## src/verilog/mcl_consts.svh

```systemverilog
`ifndef MCL_CONSTS_SVH
`define MCL_CONSTS_SVH

// =====================================================
// sizes
`define MCL_CELLS        8
`define MCL_PTERMS       8
`define MCL_ADDR_W       4
`define MCL_DATA_W       32
`define MCL_SIG_WORDS    2

// =====================================================
// register addresses (word index)
`define MCL_ADDR_CFG     4'h0
`define MCL_ADDR_SEC     4'h1
`define MCL_ADDR_ERASE   4'h2
`define MCL_ADDR_SIG_LO  4'h3
`define MCL_ADDR_SIG_HI  4'h4
`define MCL_ADDR_PRELOAD 4'h5
`define MCL_ADDR_STATUS  4'h6

// =====================================================
// field positions
`define MCL_CFG_GREG     0
`define MCL_CFG_GMODE    1
`define MCL_CFG_CMODE_LO 8
`define MCL_CFG_CMODE_HI 15
`define MCL_CFG_POL_LO   16
`define MCL_CFG_POL_HI   23
`define MCL_SEC_BIT      0
`define MCL_ERASE_BIT    0
`define MCL_PRELOAD_BIT  0
`define MCL_ST_FF_LO     0
`define MCL_ST_FF_HI     7
`define MCL_ST_UNSUP_LO  8
`define MCL_ST_UNSUP_HI  15
`define MCL_ST_SEC       16
`define MCL_OE_PT        0
`define MCL_OR7_LO       1

// =====================================================
// cells without comb-output feedback or dedicated input
`define MCL_CENTRE_A     3
`define MCL_CENTRE_B     4

// =====================================================
// reset values
`define MCL_CFG_RST      18'h00000
`define MCL_FF_RST       8'h00
`define MCL_WORD_RST     32'h00000000
`define MCL_OE_N_RST     1'h1

`endif

```

## src/verilog/mcl_pkg.sv

```systemverilog
`default_nettype none
`include "mcl_consts.svh"

package mcl_pkg;

	// =====================================================
	// cell operating modes
	typedef enum logic [2:0] {
		MCL_REG_OUT  = 3'b000,
		MCL_COMB_IO  = 3'b001,
		MCL_COMB_OUT = 3'b010,
		MCL_DED_IN   = 3'b011,
		MCL_UNSUP    = 3'b100
	} mcl_mode_t;

	// =====================================================
	// configuration word
	typedef struct packed {
		logic [`MCL_CELLS-1:0] polarity;
		logic [`MCL_CELLS-1:0] cell_mode;
		logic                  global_mode;
		logic                  global_register;
	} mcl_cfg_t;

	// =====================================================
	// register port request
	typedef struct packed {
		logic [`MCL_ADDR_W-1:0] addr;
		logic [`MCL_DATA_W-1:0] wdata;
		logic                   wr;
		logic                   rd;
	} mcl_bus_req_t;

endpackage : mcl_pkg

`default_nettype wire

```

## src/verilog/mcl_sig_mem.sv

```systemverilog
`default_nettype none
`include "mcl_consts.svh"

module mcl_sig_mem (
	input  wire logic                   clk,
	input  wire logic                   rst,
	input  wire logic                   clr,
	input  wire logic                   wr_en,
	input  wire logic                   wr_addr,
	input  wire logic [`MCL_DATA_W-1:0] wr_data,
	input  wire logic                   rd_en,
	input  wire logic                   rd_addr,
	output var  logic [`MCL_DATA_W-1:0] rd_data
);
	import mcl_pkg::*;

	// =====================================================
	// storage
	logic [`MCL_DATA_W-1:0] mem [`MCL_SIG_WORDS];

	always_ff @(posedge clk or posedge rst) begin
		if (rst) begin
			mem[0] <= `MCL_WORD_RST;
			mem[1] <= `MCL_WORD_RST;
		end else if (clr) begin
			mem[0] <= `MCL_WORD_RST;
			mem[1] <= `MCL_WORD_RST;
		end else if (wr_en) begin
			mem[wr_addr] <= wr_data;
		end
	end

	// =====================================================
	// registered read
	always_ff @(posedge clk or posedge rst) begin
		if (rst) begin
			rd_data <= `MCL_WORD_RST;
		end else if (rd_en) begin
			rd_data <= mem[rd_addr];
		end
	end

endmodule : mcl_sig_mem

`default_nettype wire

```

## src/verilog/mcl_top.sv

```systemverilog
// Functional notes
// register 0, mode 1, cell mode 1: combinatorial I/O in registered device
// combinatorial I/O: seven terms to OR, eighth term enables buffer
// registered-device combinatorial I/O feeds back its own pin
// no registers: 100 comb output, 101 input, 111 comb I/O
// centre cells give no feedback in combinatorial output mode
// dedicated input not offered on the centre cells
// every cell flip-flop comes up low without external reset; here each is cleared low by rst
// registered cell pin shows inverted flip-flop, high after power-up
// combinatorial cell pin shows its logic function at once
// preload loads any state into registers from the pins
// security set blocks readback of the configuration pattern
// security cleared only by the whole-array erase; here rst also clears it
// 64-bit user signature storage
// signature readable whatever the security state
// programmer erases as part of programming, no user erase needed
// 0,1,0 selects registered output with all eight terms
// polarity bit drives an XOR ahead of the output
// flip-flop loads on rising edge, feeds back inverted, pin gated
// unlisted configurations are unsupported with buffer disabled
`default_nettype none
`include "mcl_consts.svh"

module mcl_top (
	input  wire logic                               clk,
	input  wire logic                               rst,
	input  wire mcl_pkg::mcl_bus_req_t              bus_req,
	output var  logic [`MCL_DATA_W-1:0]             bus_rdata,
	input  wire logic [`MCL_CELLS*`MCL_PTERMS-1:0]  pterm,
	input  wire logic [`MCL_CELLS-1:0]              pin_in,
	output var  logic [`MCL_CELLS-1:0]              pin_out,
	output var  logic [`MCL_CELLS-1:0]              pin_oe,
	input  wire logic                               oe_n_pin,
	output var  logic [`MCL_CELLS-1:0]              feedback,
	output var  logic [`MCL_CELLS-1:0]              cell_unsupported
);
	import mcl_pkg::*;

	// =====================================================
	// mode decode
	function automatic mcl_mode_t decode_mode(
		input logic greg,
		input logic gmode,
		input logic cmode,
		input logic centre
	);
		mcl_mode_t m;
		m = MCL_UNSUP;
		case ({greg, gmode, cmode})
			3'b010: begin
				m = MCL_REG_OUT;
			end
			3'b011: begin
				m = MCL_COMB_IO;
			end
			3'b100: begin
				m = MCL_COMB_OUT;
			end
			3'b101: begin
				m = centre ? MCL_UNSUP : MCL_DED_IN;
			end
			3'b111: begin
				m = MCL_COMB_IO;
			end
			default: begin
				m = MCL_UNSUP;
			end
		endcase
		return m;
	endfunction : decode_mode

	// =====================================================
	// helpers
	function automatic logic is_centre(input int idx);
		return (idx == `MCL_CENTRE_A) || (idx == `MCL_CENTRE_B);
	endfunction : is_centre

	function automatic logic addr_is(
		input logic [`MCL_ADDR_W-1:0] addr,
		input logic [`MCL_ADDR_W-1:0] want
	);
		return addr == want;
	endfunction : addr_is

	// =====================================================
	// state
	mcl_cfg_t              cfg;
	logic                  secure;
	logic [`MCL_CELLS-1:0] cell_ff;

	// =====================================================
	// synchroniser stages
	logic [`MCL_CELLS-1:0] pin_meta;
	logic [`MCL_CELLS-1:0] pin_sync;
	logic                  oe_n_meta;
	logic                  oe_n_sync;

	// =====================================================
	// read path
	logic [`MCL_DATA_W-1:0] rdata_q;
	logic                  sig_sel_q;
	logic [`MCL_DATA_W-1:0] sig_rdata;

	// =====================================================
	// pin synchronisers
	always_ff @(posedge clk or posedge rst) begin
		if (rst) begin
			pin_meta  <= `MCL_FF_RST;
			pin_sync  <= `MCL_FF_RST;
			oe_n_meta <= `MCL_OE_N_RST;
			oe_n_sync <= `MCL_OE_N_RST;
		end else begin
			pin_meta  <= pin_in;
			pin_sync  <= pin_meta;
			oe_n_meta <= oe_n_pin;
			oe_n_sync <= oe_n_meta;
		end
	end

	// =====================================================
	// address decode
	wire hit_cfg     = addr_is(bus_req.addr, `MCL_ADDR_CFG);
	wire hit_sec     = addr_is(bus_req.addr, `MCL_ADDR_SEC);
	wire hit_erase   = addr_is(bus_req.addr, `MCL_ADDR_ERASE);
	wire hit_sig_lo  = addr_is(bus_req.addr, `MCL_ADDR_SIG_LO);
	wire hit_sig_hi  = addr_is(bus_req.addr, `MCL_ADDR_SIG_HI);
	wire hit_preload = addr_is(bus_req.addr, `MCL_ADDR_PRELOAD);
	wire hit_status  = addr_is(bus_req.addr, `MCL_ADDR_STATUS);
	wire hit_sig     = hit_sig_lo || hit_sig_hi;

	// =====================================================
	// bus strobes
	wire do_erase    = bus_req.wr && hit_erase && bus_req.wdata[`MCL_ERASE_BIT];
	wire do_cfg_wr   = bus_req.wr && hit_cfg && !secure;
	wire do_sec_set  = bus_req.wr && hit_sec && bus_req.wdata[`MCL_SEC_BIT];
	wire do_sig_wr   = bus_req.wr && hit_sig && !secure;
	wire do_preload  = bus_req.wr && hit_preload && bus_req.wdata[`MCL_PRELOAD_BIT];
	wire do_sig_rd   = bus_req.rd && hit_sig;

	// =====================================================
	// configuration word
	wire mcl_cfg_t wr_cfg = '{
		polarity:        bus_req.wdata[`MCL_CFG_POL_HI:`MCL_CFG_POL_LO],
		cell_mode:       bus_req.wdata[`MCL_CFG_CMODE_HI:`MCL_CFG_CMODE_LO],
		global_mode:     bus_req.wdata[`MCL_CFG_GMODE],
		global_register: bus_req.wdata[`MCL_CFG_GREG]
	};

	// erase clears the whole array including security
	always_ff @(posedge clk or posedge rst) begin
		if (rst) begin
			cfg <= `MCL_CFG_RST;
		end else if (do_erase) begin
			cfg <= `MCL_CFG_RST;
		end else if (do_cfg_wr) begin
			cfg <= wr_cfg;
		end
	end

	// =====================================================
	// security bit
	always_ff @(posedge clk or posedge rst) begin
		if (rst) begin
			secure <= 1'h0;
		end else if (do_erase) begin
			secure <= 1'h0;
		end else if (do_sec_set) begin
			secure <= 1'h1;
		end
	end

	// =====================================================
	// signature store
	mcl_sig_mem u_sig (
		.clk     (clk),
		.rst     (rst),
		.clr     (do_erase),
		.wr_en   (do_sig_wr),
		.wr_addr (hit_sig_hi),
		.wr_data (bus_req.wdata),
		.rd_en   (do_sig_rd),
		.rd_addr (hit_sig_hi),
		.rd_data (sig_rdata)
	);

	// =====================================================
	// cells
	mcl_mode_t             mode [`MCL_CELLS];
	logic [`MCL_CELLS-1:0] xor_out;
	logic [`MCL_CELLS-1:0] next_ff;

	for (genvar i = 0; i < `MCL_CELLS; i++) begin : g_cell
		// =====================================================
		// product term sums
		wire [`MCL_PTERMS-1:0] pt = pterm[i*`MCL_PTERMS +: `MCL_PTERMS];
		wire or_all = |pt;
		wire or_seven = |pt[`MCL_PTERMS-1:`MCL_OR7_LO];
		wire pt_enable = pt[`MCL_OE_PT];
		wire adj_pin = pin_sync[(i + 1) % `MCL_CELLS];

		// =====================================================
		// mode
		assign mode[i] = decode_mode(cfg.global_register, cfg.global_mode,
			cfg.cell_mode[i], is_centre(i));

		// =====================================================
		// or gate and polarity
		wire sum = (mode[i] == MCL_COMB_IO) ? or_seven : or_all;
		assign xor_out[i] = sum ^ cfg.polarity[i];

		// =====================================================
		// cell register
		// preload takes the pin state, otherwise the D input
		assign next_ff[i] = do_preload ? pin_sync[i] : xor_out[i];

		always_ff @(posedge clk or posedge rst) begin
			if (rst) begin
				cell_ff[i] <= 1'h0;
			end else if (do_preload || mode[i] == MCL_REG_OUT) begin
				cell_ff[i] <= next_ff[i];
			end
		end

		// =====================================================
		// output, enable and feedback select
		wire oe_reg = ~oe_n_sync;
		wire fb_comb_out = is_centre(i) ? 1'h0 : xor_out[i];

		always_comb begin
			pin_out[i]  = 1'h0;
			pin_oe[i]   = 1'h0;
			feedback[i] = 1'h0;
			case (mode[i])
				MCL_REG_OUT: begin
					pin_out[i]  = ~cell_ff[i];
					pin_oe[i]   = oe_reg;
					feedback[i] = ~cell_ff[i];
				end
				MCL_COMB_IO: begin
					pin_out[i]  = xor_out[i];
					pin_oe[i]   = pt_enable;
					feedback[i] = pin_sync[i];
				end
				MCL_COMB_OUT: begin
					pin_out[i]  = xor_out[i];
					pin_oe[i]   = 1'h1;
					feedback[i] = fb_comb_out;
				end
				MCL_DED_IN: begin
					feedback[i] = adj_pin;
				end
				MCL_UNSUP: begin
					pin_oe[i]   = 1'h0;
				end
				default: begin
					pin_oe[i]   = 1'h0;
				end
			endcase
		end

		// =====================================================
		// unsupported flag
		assign cell_unsupported[i] = mode[i] == MCL_UNSUP;
	end

	// =====================================================
	// read data
	wire [`MCL_DATA_W-1:0] cfg_word = {
		{(`MCL_DATA_W-`MCL_CFG_POL_HI-1){1'b0}},
		cfg.polarity,
		cfg.cell_mode,
		{(`MCL_CFG_CMODE_LO-`MCL_CFG_GMODE-1){1'b0}},
		cfg.global_mode,
		cfg.global_register
	};
	wire [`MCL_DATA_W-1:0] status_word = {
		{(`MCL_DATA_W-`MCL_ST_SEC-1){1'b0}},
		secure,
		cell_unsupported,
		cell_ff
	};
	// =====================================================
	// read select
	wire [`MCL_DATA_W-1:0] sec_word = {{(`MCL_DATA_W-1){1'b0}}, secure};
	wire [`MCL_DATA_W-1:0] cfg_read = secure ? `MCL_WORD_RST : cfg_word;
	wire [`MCL_DATA_W-1:0] next_rdata =
		!bus_req.rd ? `MCL_WORD_RST :
		hit_cfg     ? cfg_read :
		hit_sec     ? sec_word :
		hit_status  ? status_word :
		`MCL_WORD_RST;

	// =====================================================
	// read registers
	always_ff @(posedge clk or posedge rst) begin
		if (rst) begin
			rdata_q   <= `MCL_WORD_RST;
			sig_sel_q <= 1'h0;
		end else begin
			rdata_q   <= next_rdata;
			sig_sel_q <= do_sig_rd;
		end
	end

	assign bus_rdata = sig_sel_q ? sig_rdata : rdata_q;

endmodule : mcl_top

`default_nettype wire
```

## config.mk

```make
export PLATFORM = sky130hd
export DESIGN_NAME = mcl_top
export DESIGN_NICKNAME = d
export VERILOG_FILES = /design/src/verilog/mcl_pkg.sv /design/src/verilog/mcl_sig_mem.sv /design/src/verilog/mcl_top.sv
export VERILOG_INCLUDE_DIRS = /design/src /design/src/verilog
export SDC_FILE = /design/constraint.sdc
export NUM_CORES = 1
export LEC_CHECK = 0
export ABC_AREA = 1
export BUFFER_PORTS_ARGS = -buffer_cell sky130_fd_sc_hd__buf_2
export CORE_MARGIN = 2
export CORE_UTILIZATION = 44
export DETAILED_ROUTE_END_ITERATION = 7
export PLACE_DENSITY = 0.67
export SLEW_MARGIN = 20
export SYNTH_ARGS = -nofsm -noshare
export SYNTH_HDL_FRONTEND = slang
export SYNTH_SLANG_ARGS = --single-unit
```

## constraint.sdc

```tcl
create_clock -name clk -period 8.41 [get_ports clk]
set_input_delay 2.1025 -clock clk [delete_from_list [all_inputs] [get_ports clk]]
set_output_delay 2.1025 -clock clk [all_outputs]
set_load 0.02 [all_outputs]
```

After elaboration in Yosys (flattened, before gate mapping)
Index checks and enable logic that the tools add are counted.

Register bits after elaboration: 166. Bits in latches: 0. Memory bits (writable): 0. ROM bits: 0. Bits of input ports: 113. Output and inout port bits: 64. Word-level logic and storage cells: 250. Memories kept: 0.

Add/sub/neg operators: 0. Multipliers: 0. Divide/modulo/power cells: 0. Magnitude comparators: 2. Eq/ne operators: 76. Shift operators: 0. Muxes and demuxes: 66. Bitwise gates (word level): 18. Reductions and logical operators: 66.

Operators by type and width (count): 2-to-1 mux 32 bit (5); 2-to-1 mux 64 bit (2); equality test 3 x 2 -> 1 bit, second input constant (32); equality test 3 bit, second input constant (30); 2-to-1 mux 24 bit (3); case mux 3 bit (4 select lines) (6); bitwise mux 64 bit (1); OR reduction 8 bit (8); OR reduction 7 bit (8); 2-to-1 mux 18 bit (2); 2-to-1 mux 17 bit (2); demux 32 bit (select 1 bit) (1); OR reduction 2 bit (16); case mux 1 bit (3 select lines) (10); equality test 3 x 1 -> 1 bit, second input constant (8); zero test 3 bit (8); case mux 1 bit (4 select lines) (6); 2-to-1 mux 1 bit (18); case mux 3 bit (3 select lines) (2); case mux 1 bit (2 select lines) (8); equality test 4 x 3 -> 1 bit, second input constant (3); logical AND 1 bit (12); logical OR 1 bit (9); inverter 1 bit (9); 9 further kinds (19).

Longest topological paths before layout
Gate-level depths: netlist (run 1).

Depth after elaboration: 9. Mapped depth: 16. Depth with buffers taken out: 15.

Cells and area by module
A second synthesis (run 1) with hierarchy kept.

Cells, all modules: 1118. Area, all modules: 8584.5 um^2.

Modules (own cells, without submodules): mcl_sig_mem (instances 1, cells each 559, area each 4386.7 um^2, seq. area each 2402.3 um^2); mcl_top (instances 1, cells each 559, area each 4197.8 um^2, seq. area each 1754.2 um^2).

Worst setup path after synthesis (run 1)
Ideal clock, no wire load.

Path type: in2out. From: in pterm[14]. To: out pin_out[1]. Arrival: 2.869 ns. Data required time: 6.307 ns. Path slack: 3.439 ns. Stages on the path: 7. Path buffers: 0. Cell sequence: nor2_1 -> nand2_1 -> nor2_1 -> nand2_1 -> nand2_1 -> nand2_1 -> o22ai_1.

Word-level cells in the longest chain between the ends: 4. Elaborated cells on any way between the ends: 5. Classes of those cells: 2 x mux; 1 x bitwise; 2 x reduce/logical.

Ends and longest elaborated chain: start, declared (RTL line mcl_top.sv:29) `` input wire logic [`MCL_CELLS*`MCL_PTERMS-1:0] pterm, ``; OR reduction 8 bit or OR reduction 7 bit (tied branches) (RTL line mcl_top.sv:196, mcl_top.sv:197); 2-to-1 mux 1 bit * (RTL line mcl_top.sv:208) `wire sum = (mode[i] == MCL_COMB_IO) ? or_seven : or_all;`; bitwise XOR 1 bit * (RTL line mcl_top.sv:209) `assign xor_out[i] = sum ^ cfg.polarity[i];`; case mux 1 bit (2 select lines) * (RTL line mcl_top.sv:233) `case (mode[i])`; end, declared (RTL line mcl_top.sv:31) `` output var logic [`MCL_CELLS-1:0] pin_out, ``.

Every way passes the cells marked *; elsewhere a longest branch is shown, timed or not.

Final worst setup path (run 1)
From: reg cfg[1] in the netlist's numbering. To: out pin_oe[3].

Word-level cells in the longest chain between the ends: 5. Elaborated cells on any way between the ends: 10. Classes of those cells: 6 x eq/ne; 2 x mux; 2 x reduce/logical.

Ends and longest elaborated chain: start, declared (RTL line mcl_top.sv:87) `mcl_cfg_t cfg;`; start signal, assigned (RTL line mcl_top.sv:152) `` cfg <= `MCL_CFG_RST; ``; start signal, assigned (RTL line mcl_top.sv:154) `` cfg <= `MCL_CFG_RST; ``; start signal, assigned (RTL line mcl_top.sv:156) `cfg <= wr_cfg;`; equality test 3 bit or equality test 3 x 2 -> 1 bit (tied branches) (RTL line mcl_top.sv:49) `case ({greg, gmode, cmode})`; OR reduction 2 bit (no line); case mux 3 bit (3 select lines) * (RTL line mcl_top.sv:49); equality test 3 x 2 -> 1 bit (tied with other cells) (RTL line mcl_top.sv:233); case mux 1 bit (3 select lines) * (RTL line mcl_top.sv:233); end, declared (RTL line mcl_top.sv:32) `` output var logic [`MCL_CELLS-1:0] pin_oe, ``.

Marks and branches as above.

==> reports/results.ini, run 1 <==
[sta]
fin_crit_ns=5.38
rsz0062_at_grt=false
fmax_mhz=186
min_period_over_period_pct=64.0
finalSetupTns_ns=0
setup_ws_ns=3.03
finalHoldViolCount=0
worst_pin_slew_ns=0.874
setup_violations=0
final_max_slew_viol_count=0
maxSlewHeadroom_pct=41.6
finalClockSkew_ns=0.00909

[critical_path]
path_class=flop to output port
cp_common_cell=inv_1
cp_cell_sequence=nor2_1 > inv_1 > nor2_1 > inv_1 > ha_1 > o21ai_0 > nand2_1 > inv_1 > nand2_1 > a22oi_1 > buf_2
slowest_stage=dfrtp_1
arrival_ns=3.28
worst_setup_path_start_kind=flop
path_max_fanout=14
max_stage_delay_ns=0.54
critPathRequiredTime_ns=6.31
endpoint_kind=output port

[clock_tree]
cts_buffers=17
clock-root-buffer=clkbuf_16
clkTransAtPathRegs_ns=0.06
clockBufferDepth=2
hold_buffers=0
cts_setup_buffers=0
htreeDepth=4
cts_resized=0
clkLatencyLatePin_ns=0.43
cts_tree=done
clock-sinks=166

[cells_and_area]
final_util_pct=54.0
nFillCells=1712
area_growth_pct=19.9
drive_gt1_share_pct=20.0
most-common-layout-cells=nand2_1, buf_2, dfrtp_1
antenna_cells=0
nets=1317
final_common_cell=nand2_1
final_cells=1436

[die]
die_h_um=140
ios=177
fp.dieArea_um2=19600
start_util_pct=45.1
rows=49
core-area_um2=18100
die_w_um=140

[synthesis]
syn_area_per_cell_um2=7.91
ys_seq_area_share_pct=51.0
ys_ff_latch=166
ys_types=32
yosysWarnings=0
syn_nets=1154
syn_area_um2=8150
synth_cells=1031

[grt]
grt_overflow=0
busiest_layer=met2
met2_usage_pct=36.0
antenna_found_initial=1
grt_max_degree=72
track_usage_pct=23.1
grt_pass1_wl_um=35800
gr-usage-met1_pct=32.9
grt_pass1_vias=7007
grt_use_met3_pct=4.10

[status]
status=finished with violations
violations=design-rule violations

[power_and_ir_drop]
power_mw=2.60
power_density_nw_per_um2=266
power.leakage_nw=5.17
vdd_drop_max_mv=0.162

[place]
dp_hpwl_um=15400
io_buffers=176
dp_cells=1403
gp_congestion=0.872
pre_cts_ws_ns=3.18

[drt]
wl_per_cell_um=15.3
vias=7292
ant_nets=0
drt_iter0_markers=471
viasPerCell=5.08
wl_um=21900
drtPass1Iterations=8
drc_errors=4

[min_path]
hp-class=flop to flop

[job]
cap_violations=0

layer usage:
metal	up-vias	share of wire (%)
li1	3609	-
met1	3398	47
met2	248	46
met3	35	5.6
met4	2	2.0
met5	-	0.059
stage by stage:
step / instance area, um^2 / hold WS, ns
2_1_floorplan: 8150 / 0.331
3_3_place_gp: 9140 / 0.332
3_5_place_dp: 9140 / 0.335
4_1_cts: 9760 / 0.350
5_1_grt: 9770 / 0.351
6_report: 9770 / 0.348
power breakdown:
part	leakage, nW	total (mW)	internal, mW	switching [mW]
registers	2.06	1.09	0.971	0.115
logic	2.82	0.699	0.237	0.462
clock network	0.291	0.819	0.479	0.339
Yosys cell counts (all sizes together):
| master | n | area share, % |
|---|---|---|
| inv | 144 | 6.6 |
| dfrtp | 164 | 50 |
| nor3 | 12 | 1.0 |
| clkbuf | 9 | 0.41 |
| a21oi | 55 | 3.4 |
| a31oi | 15 | 1.2 |
| a22o | 2 | 0.21 |
| buf | 32 | 2.7 |
| mux2 | 7 | 0.97 |
| nor2 | 117 | 5.6 |
| o31ai | 9 | 0.83 |
| nand3b | 2 | 0.18 |
| o21ai | 77 | 4.8 |
| a22oi | 6 | 0.55 |
| nand3 | 45 | 2.8 |
| ha | 10 | 1.5 |
| o211ai | 19 | 1.7 |
| o22ai | 8 | 0.61 |
| o221ai | 2 | 0.21 |
| dfstp | 2 | 0.64 |
| nand4 | 4 | 0.31 |
| nand2 | 290 | 13 |
critical path: cells and delay by family, from the launching register on:
kind / cells / cell delay, ns
AND/OR/NAND/NOR: 4 / 1.04
buffers and inverters: 4 / 0.82
AO/OA/AOI/OAI: 2 / 0.23
adder cells (fa/ha/maj): 1 / 0.20
flip-flops: 1 / 0.54
cell families after synthesis:
kind of cell    count (synthesis)  share of synthesized area, %
flops                         166                          51.0
fa+ha+maj                      10                          1.53
buf+inv                       185                          9.73
mux                             7                         0.967
compound gates                193                          13.5
simple gates                  470                          23.3
cell type report:
type | count | area, um^2 | share of cell area [%]
inverter | 144 | 546 | 5.58
clock inverter | 13 | 170 | 1.74
timing repair buffer | 185 | 956 | 9.78
multi-input combinational | 680 | 3210 | 32.9
sequential | 166 | 4160 | 42.5
tap | 229 | 287 | 2.93
clock buffer | 19 | 443 | 4.53
final timing paths:
path | start | end | slack, ns | cells past startpoint
max | cfg[1] | pin_oe[3] | 3.03 | 11
min | pin_meta[0] | pin_sync[0] | 0.35 | 0
max reg2reg | cfg[1] | cell_ff[3] | 5.67 | 13
min reg2reg | pin_meta[0] | pin_sync[0] | 0.35 | 0
max in group asynchronous | rst | u_sig.mem[43] | 5.57 | 3
min in group asynchronous | rst | pin_sync[0] | 1.75 | 2
registers in the layout, summed over array words and instances (netlist names), 8 cells and up:
name / cells
pin_sync: 8
cfg: 18
u_sig.rd_data: 32
u_sig.mem: 64
rdata_q: 24
pin_meta: 8
cell_ff: 8
No activity file was read; power rests on OpenSTA's default activity.
==> run 2, diff against run 1 <==
- PLACE_DENSITY: 0.67 -> 0.69
- clock period: 8.41 -> 4.4 ns (I/O delays scaled with it)
==> reports/results.ini, run 2 (synthesis results as in run 1) <==
[sta]
final_max_slew_viol_count=0  ; unchanged
finalClockSkew_ns=0.00863  ; -0.000464 ns
fin_crit_ns=3.94
maxSlewHeadroom_pct=48.3  ; +6.7 points
min_period_over_period_pct=89.5
rsz0062_at_grt=false
fmax_mhz=254
finalHoldViolCount=0  ; unchanged
setup_violations=0  ; unchanged
finalSetupTns_ns=0  ; unchanged
worst_pin_slew_ns=0.773  ; -0.101 ns

[grt]
grt_pass1_vias=7233  ; +3.2%
grt_max_degree=95  ; +32%
track_usage_pct=23.4  ; +0.32 points
grt_pass1_wl_um=36400  ; +1.5%
grt_overflow=0  ; unchanged
antenna_found_initial=0  ; -1

[cells_and_area]
area_growth_pct=20.1
reg.largest.list=u_sig.mem: 64 flops, u_sig.rd_data: 32 flops, rdata_q: 24 flops
antenna_cells=0  ; unchanged
design_area_um2=9790  ; +0.22%
final_util_pct=54.1  ; +0.12 points
drive_gt1_share_pct=20.2  ; +0.20 points
largest_register_ffs=64  ; unchanged
final_common_cell=nand2_1
nets=1320  ; +0.23%
largest_register=u_sig.mem
most-common-layout-cells=nand2_1, buf_2, dfrtp_1

[clock_tree]
cts_buffers=17  ; unchanged
clockBufferDepth=2  ; unchanged
htreeDepth=4  ; unchanged
hold_buffers=0  ; unchanged
clock-root-buffer=clkbuf_16
clkLatencyLatePin_ns=0.43  ; about the same
clock-sinks=166  ; unchanged
cts_tree=done
clkTransAtPathRegs_ns=0.06  ; about the same

[status]
status=finished with violations
violations=design-rule violations

[power_and_ir_drop]
power_density_nw_per_um2=502  ; +89%
power.leakage_nw=5.18  ; +0.16%
vdd_drop_max_mv=0.329  ; +100%

[place]
place_area_um2=9200  ; +0.59%
gp_congestion=0.918  ; +5.3%
io_buffers=176  ; unchanged
dp_hpwl_um=15800  ; +2.5%

[drt]
vias=7345  ; +0.73%
wl_per_cell_um=15.5  ; +1.6%
ant_nets=0  ; unchanged
wl_um=22300  ; +1.8%
viasPerCell=5.10  ; +0.52%
drtPass1Iterations=7  ; -1
drc_errors=4  ; unchanged
drt_iter0_markers=558  ; +18%

[die]
ios=177  ; unchanged
start_util_pct=45.1  ; unchanged
core-area_um2=18100  ; unchanged
die_w_um=140  ; unchanged
fp.dieArea_um2=19600  ; unchanged
rows=49  ; unchanged
die_h_um=140  ; unchanged

[critical_path]
path_max_fanout=14  ; unchanged
cp_cell_sequence=nor2_4 > inv_1 > nor2_1 > inv_1 > ha_1 > o21ai_0 > nand2_1 > inv_1 > nand2_1 > a22oi_1 > buf_2
endpoint_kind=output port
worst_setup_path_start_kind=flop
arrival_ns=2.84  ; -0.44 ns
critPathRequiredTime_ns=3.30  ; -3.01 ns
cp_common_cell=inv_1
slowest_stage=dfrtp_1
max_stage_delay_ns=0.54  ; about the same
path_class=flop to output port

[min_path]
hp-class=flop to flop

[job]
cap_violations=0  ; unchanged

[run 2: cell types whose count changed in the layout (fill, tap and decap cells not counted), sizes merged]
cell	change
buf	+3
bufinv	-1
clkbuf	+1
clkinv	+1
inv	-1
[run 2: layout make-up]
cell class | instances | area, um^2
inverter | 144 | 544
timing repair buffer | 188 | 996
sequential | 166 | 4160
fill | 1670 | 8290
tap | 229 | 287
clock buffer | 20 | 447
multi-input combinational | 680 | 3220
clock inverter | 12 | 141
[run 2: path summary, 6_finish.rpt]
kind	depth (start not counted)	slack (ns)	from	endpoint
max in group asynchronous	3	2.84	rst	rdata_q[12]
worst min-delay path	0	0.35	pin_meta[2]	pin_sync[2]
worst min register to register	0	0.35	pin_meta[2]	pin_sync[2]
worst max-delay path	11	0.46	cfg[1]	pin_oe[3]
worst max register to register	14	2.08	cfg[1]	cell_ff[3]
min in group asynchronous	2	0.72	rst	pin_meta[0]
[run 2: power breakdown]
group	switching [mW]	internal [mW]	total, mW
clock network	0.630	0.859	1.49
logic	0.899	0.457	1.36
registers	0.219	1.86	2.07
total	1.75	3.17	4.92
[run 2: layer usage]
layer	vias to the layer above	global-route usage [%]	share of wire, %
li1	3606	-	-
met1	3395	32.1	45
met2	303	36.7	46
met3	41	5.06	7.1
met4	0	8.77	2.3
met5	-	0	0
[run 2: worst max-delay path, delay by kind of cell (launching register included)]
kind	cells	cell delay (ns)
flip-flops	1	0.54
adder cells (fa/ha/maj)	1	0.21
buffers and inverters	4	0.68
AND/OR/NAND/NOR	4	0.74
AO/OA/AOI/OAI	2	0.22
[run 2: what timing repair did]
| item | CTS | global route |
|---|---|---|
| endpoints found under the setup margin | 0 | 6 |
| setup buffers | 0 | 0 |
| gates resized for setup | 0 | 2 |
[run 2: stage by stage]
step / power [mW] / hold slack (ns) / worst slack (ns) / std cells
4_1_cts: 4.92 / 0.349 / 0.159 / 1439
5_1_grt: 5.21 / 0.355 / 0.0998 / 1439
2_1_floorplan: 2.96 / 0.331 / 1.14 / 1031
6_report: 4.92 / 0.348 / 0.462 / 1439
3_3_place_gp: 3.40 / 0.332 / 0.850 / 1407
3_5_place_dp: 3.43 / 0.335 / 0.637 / 1407
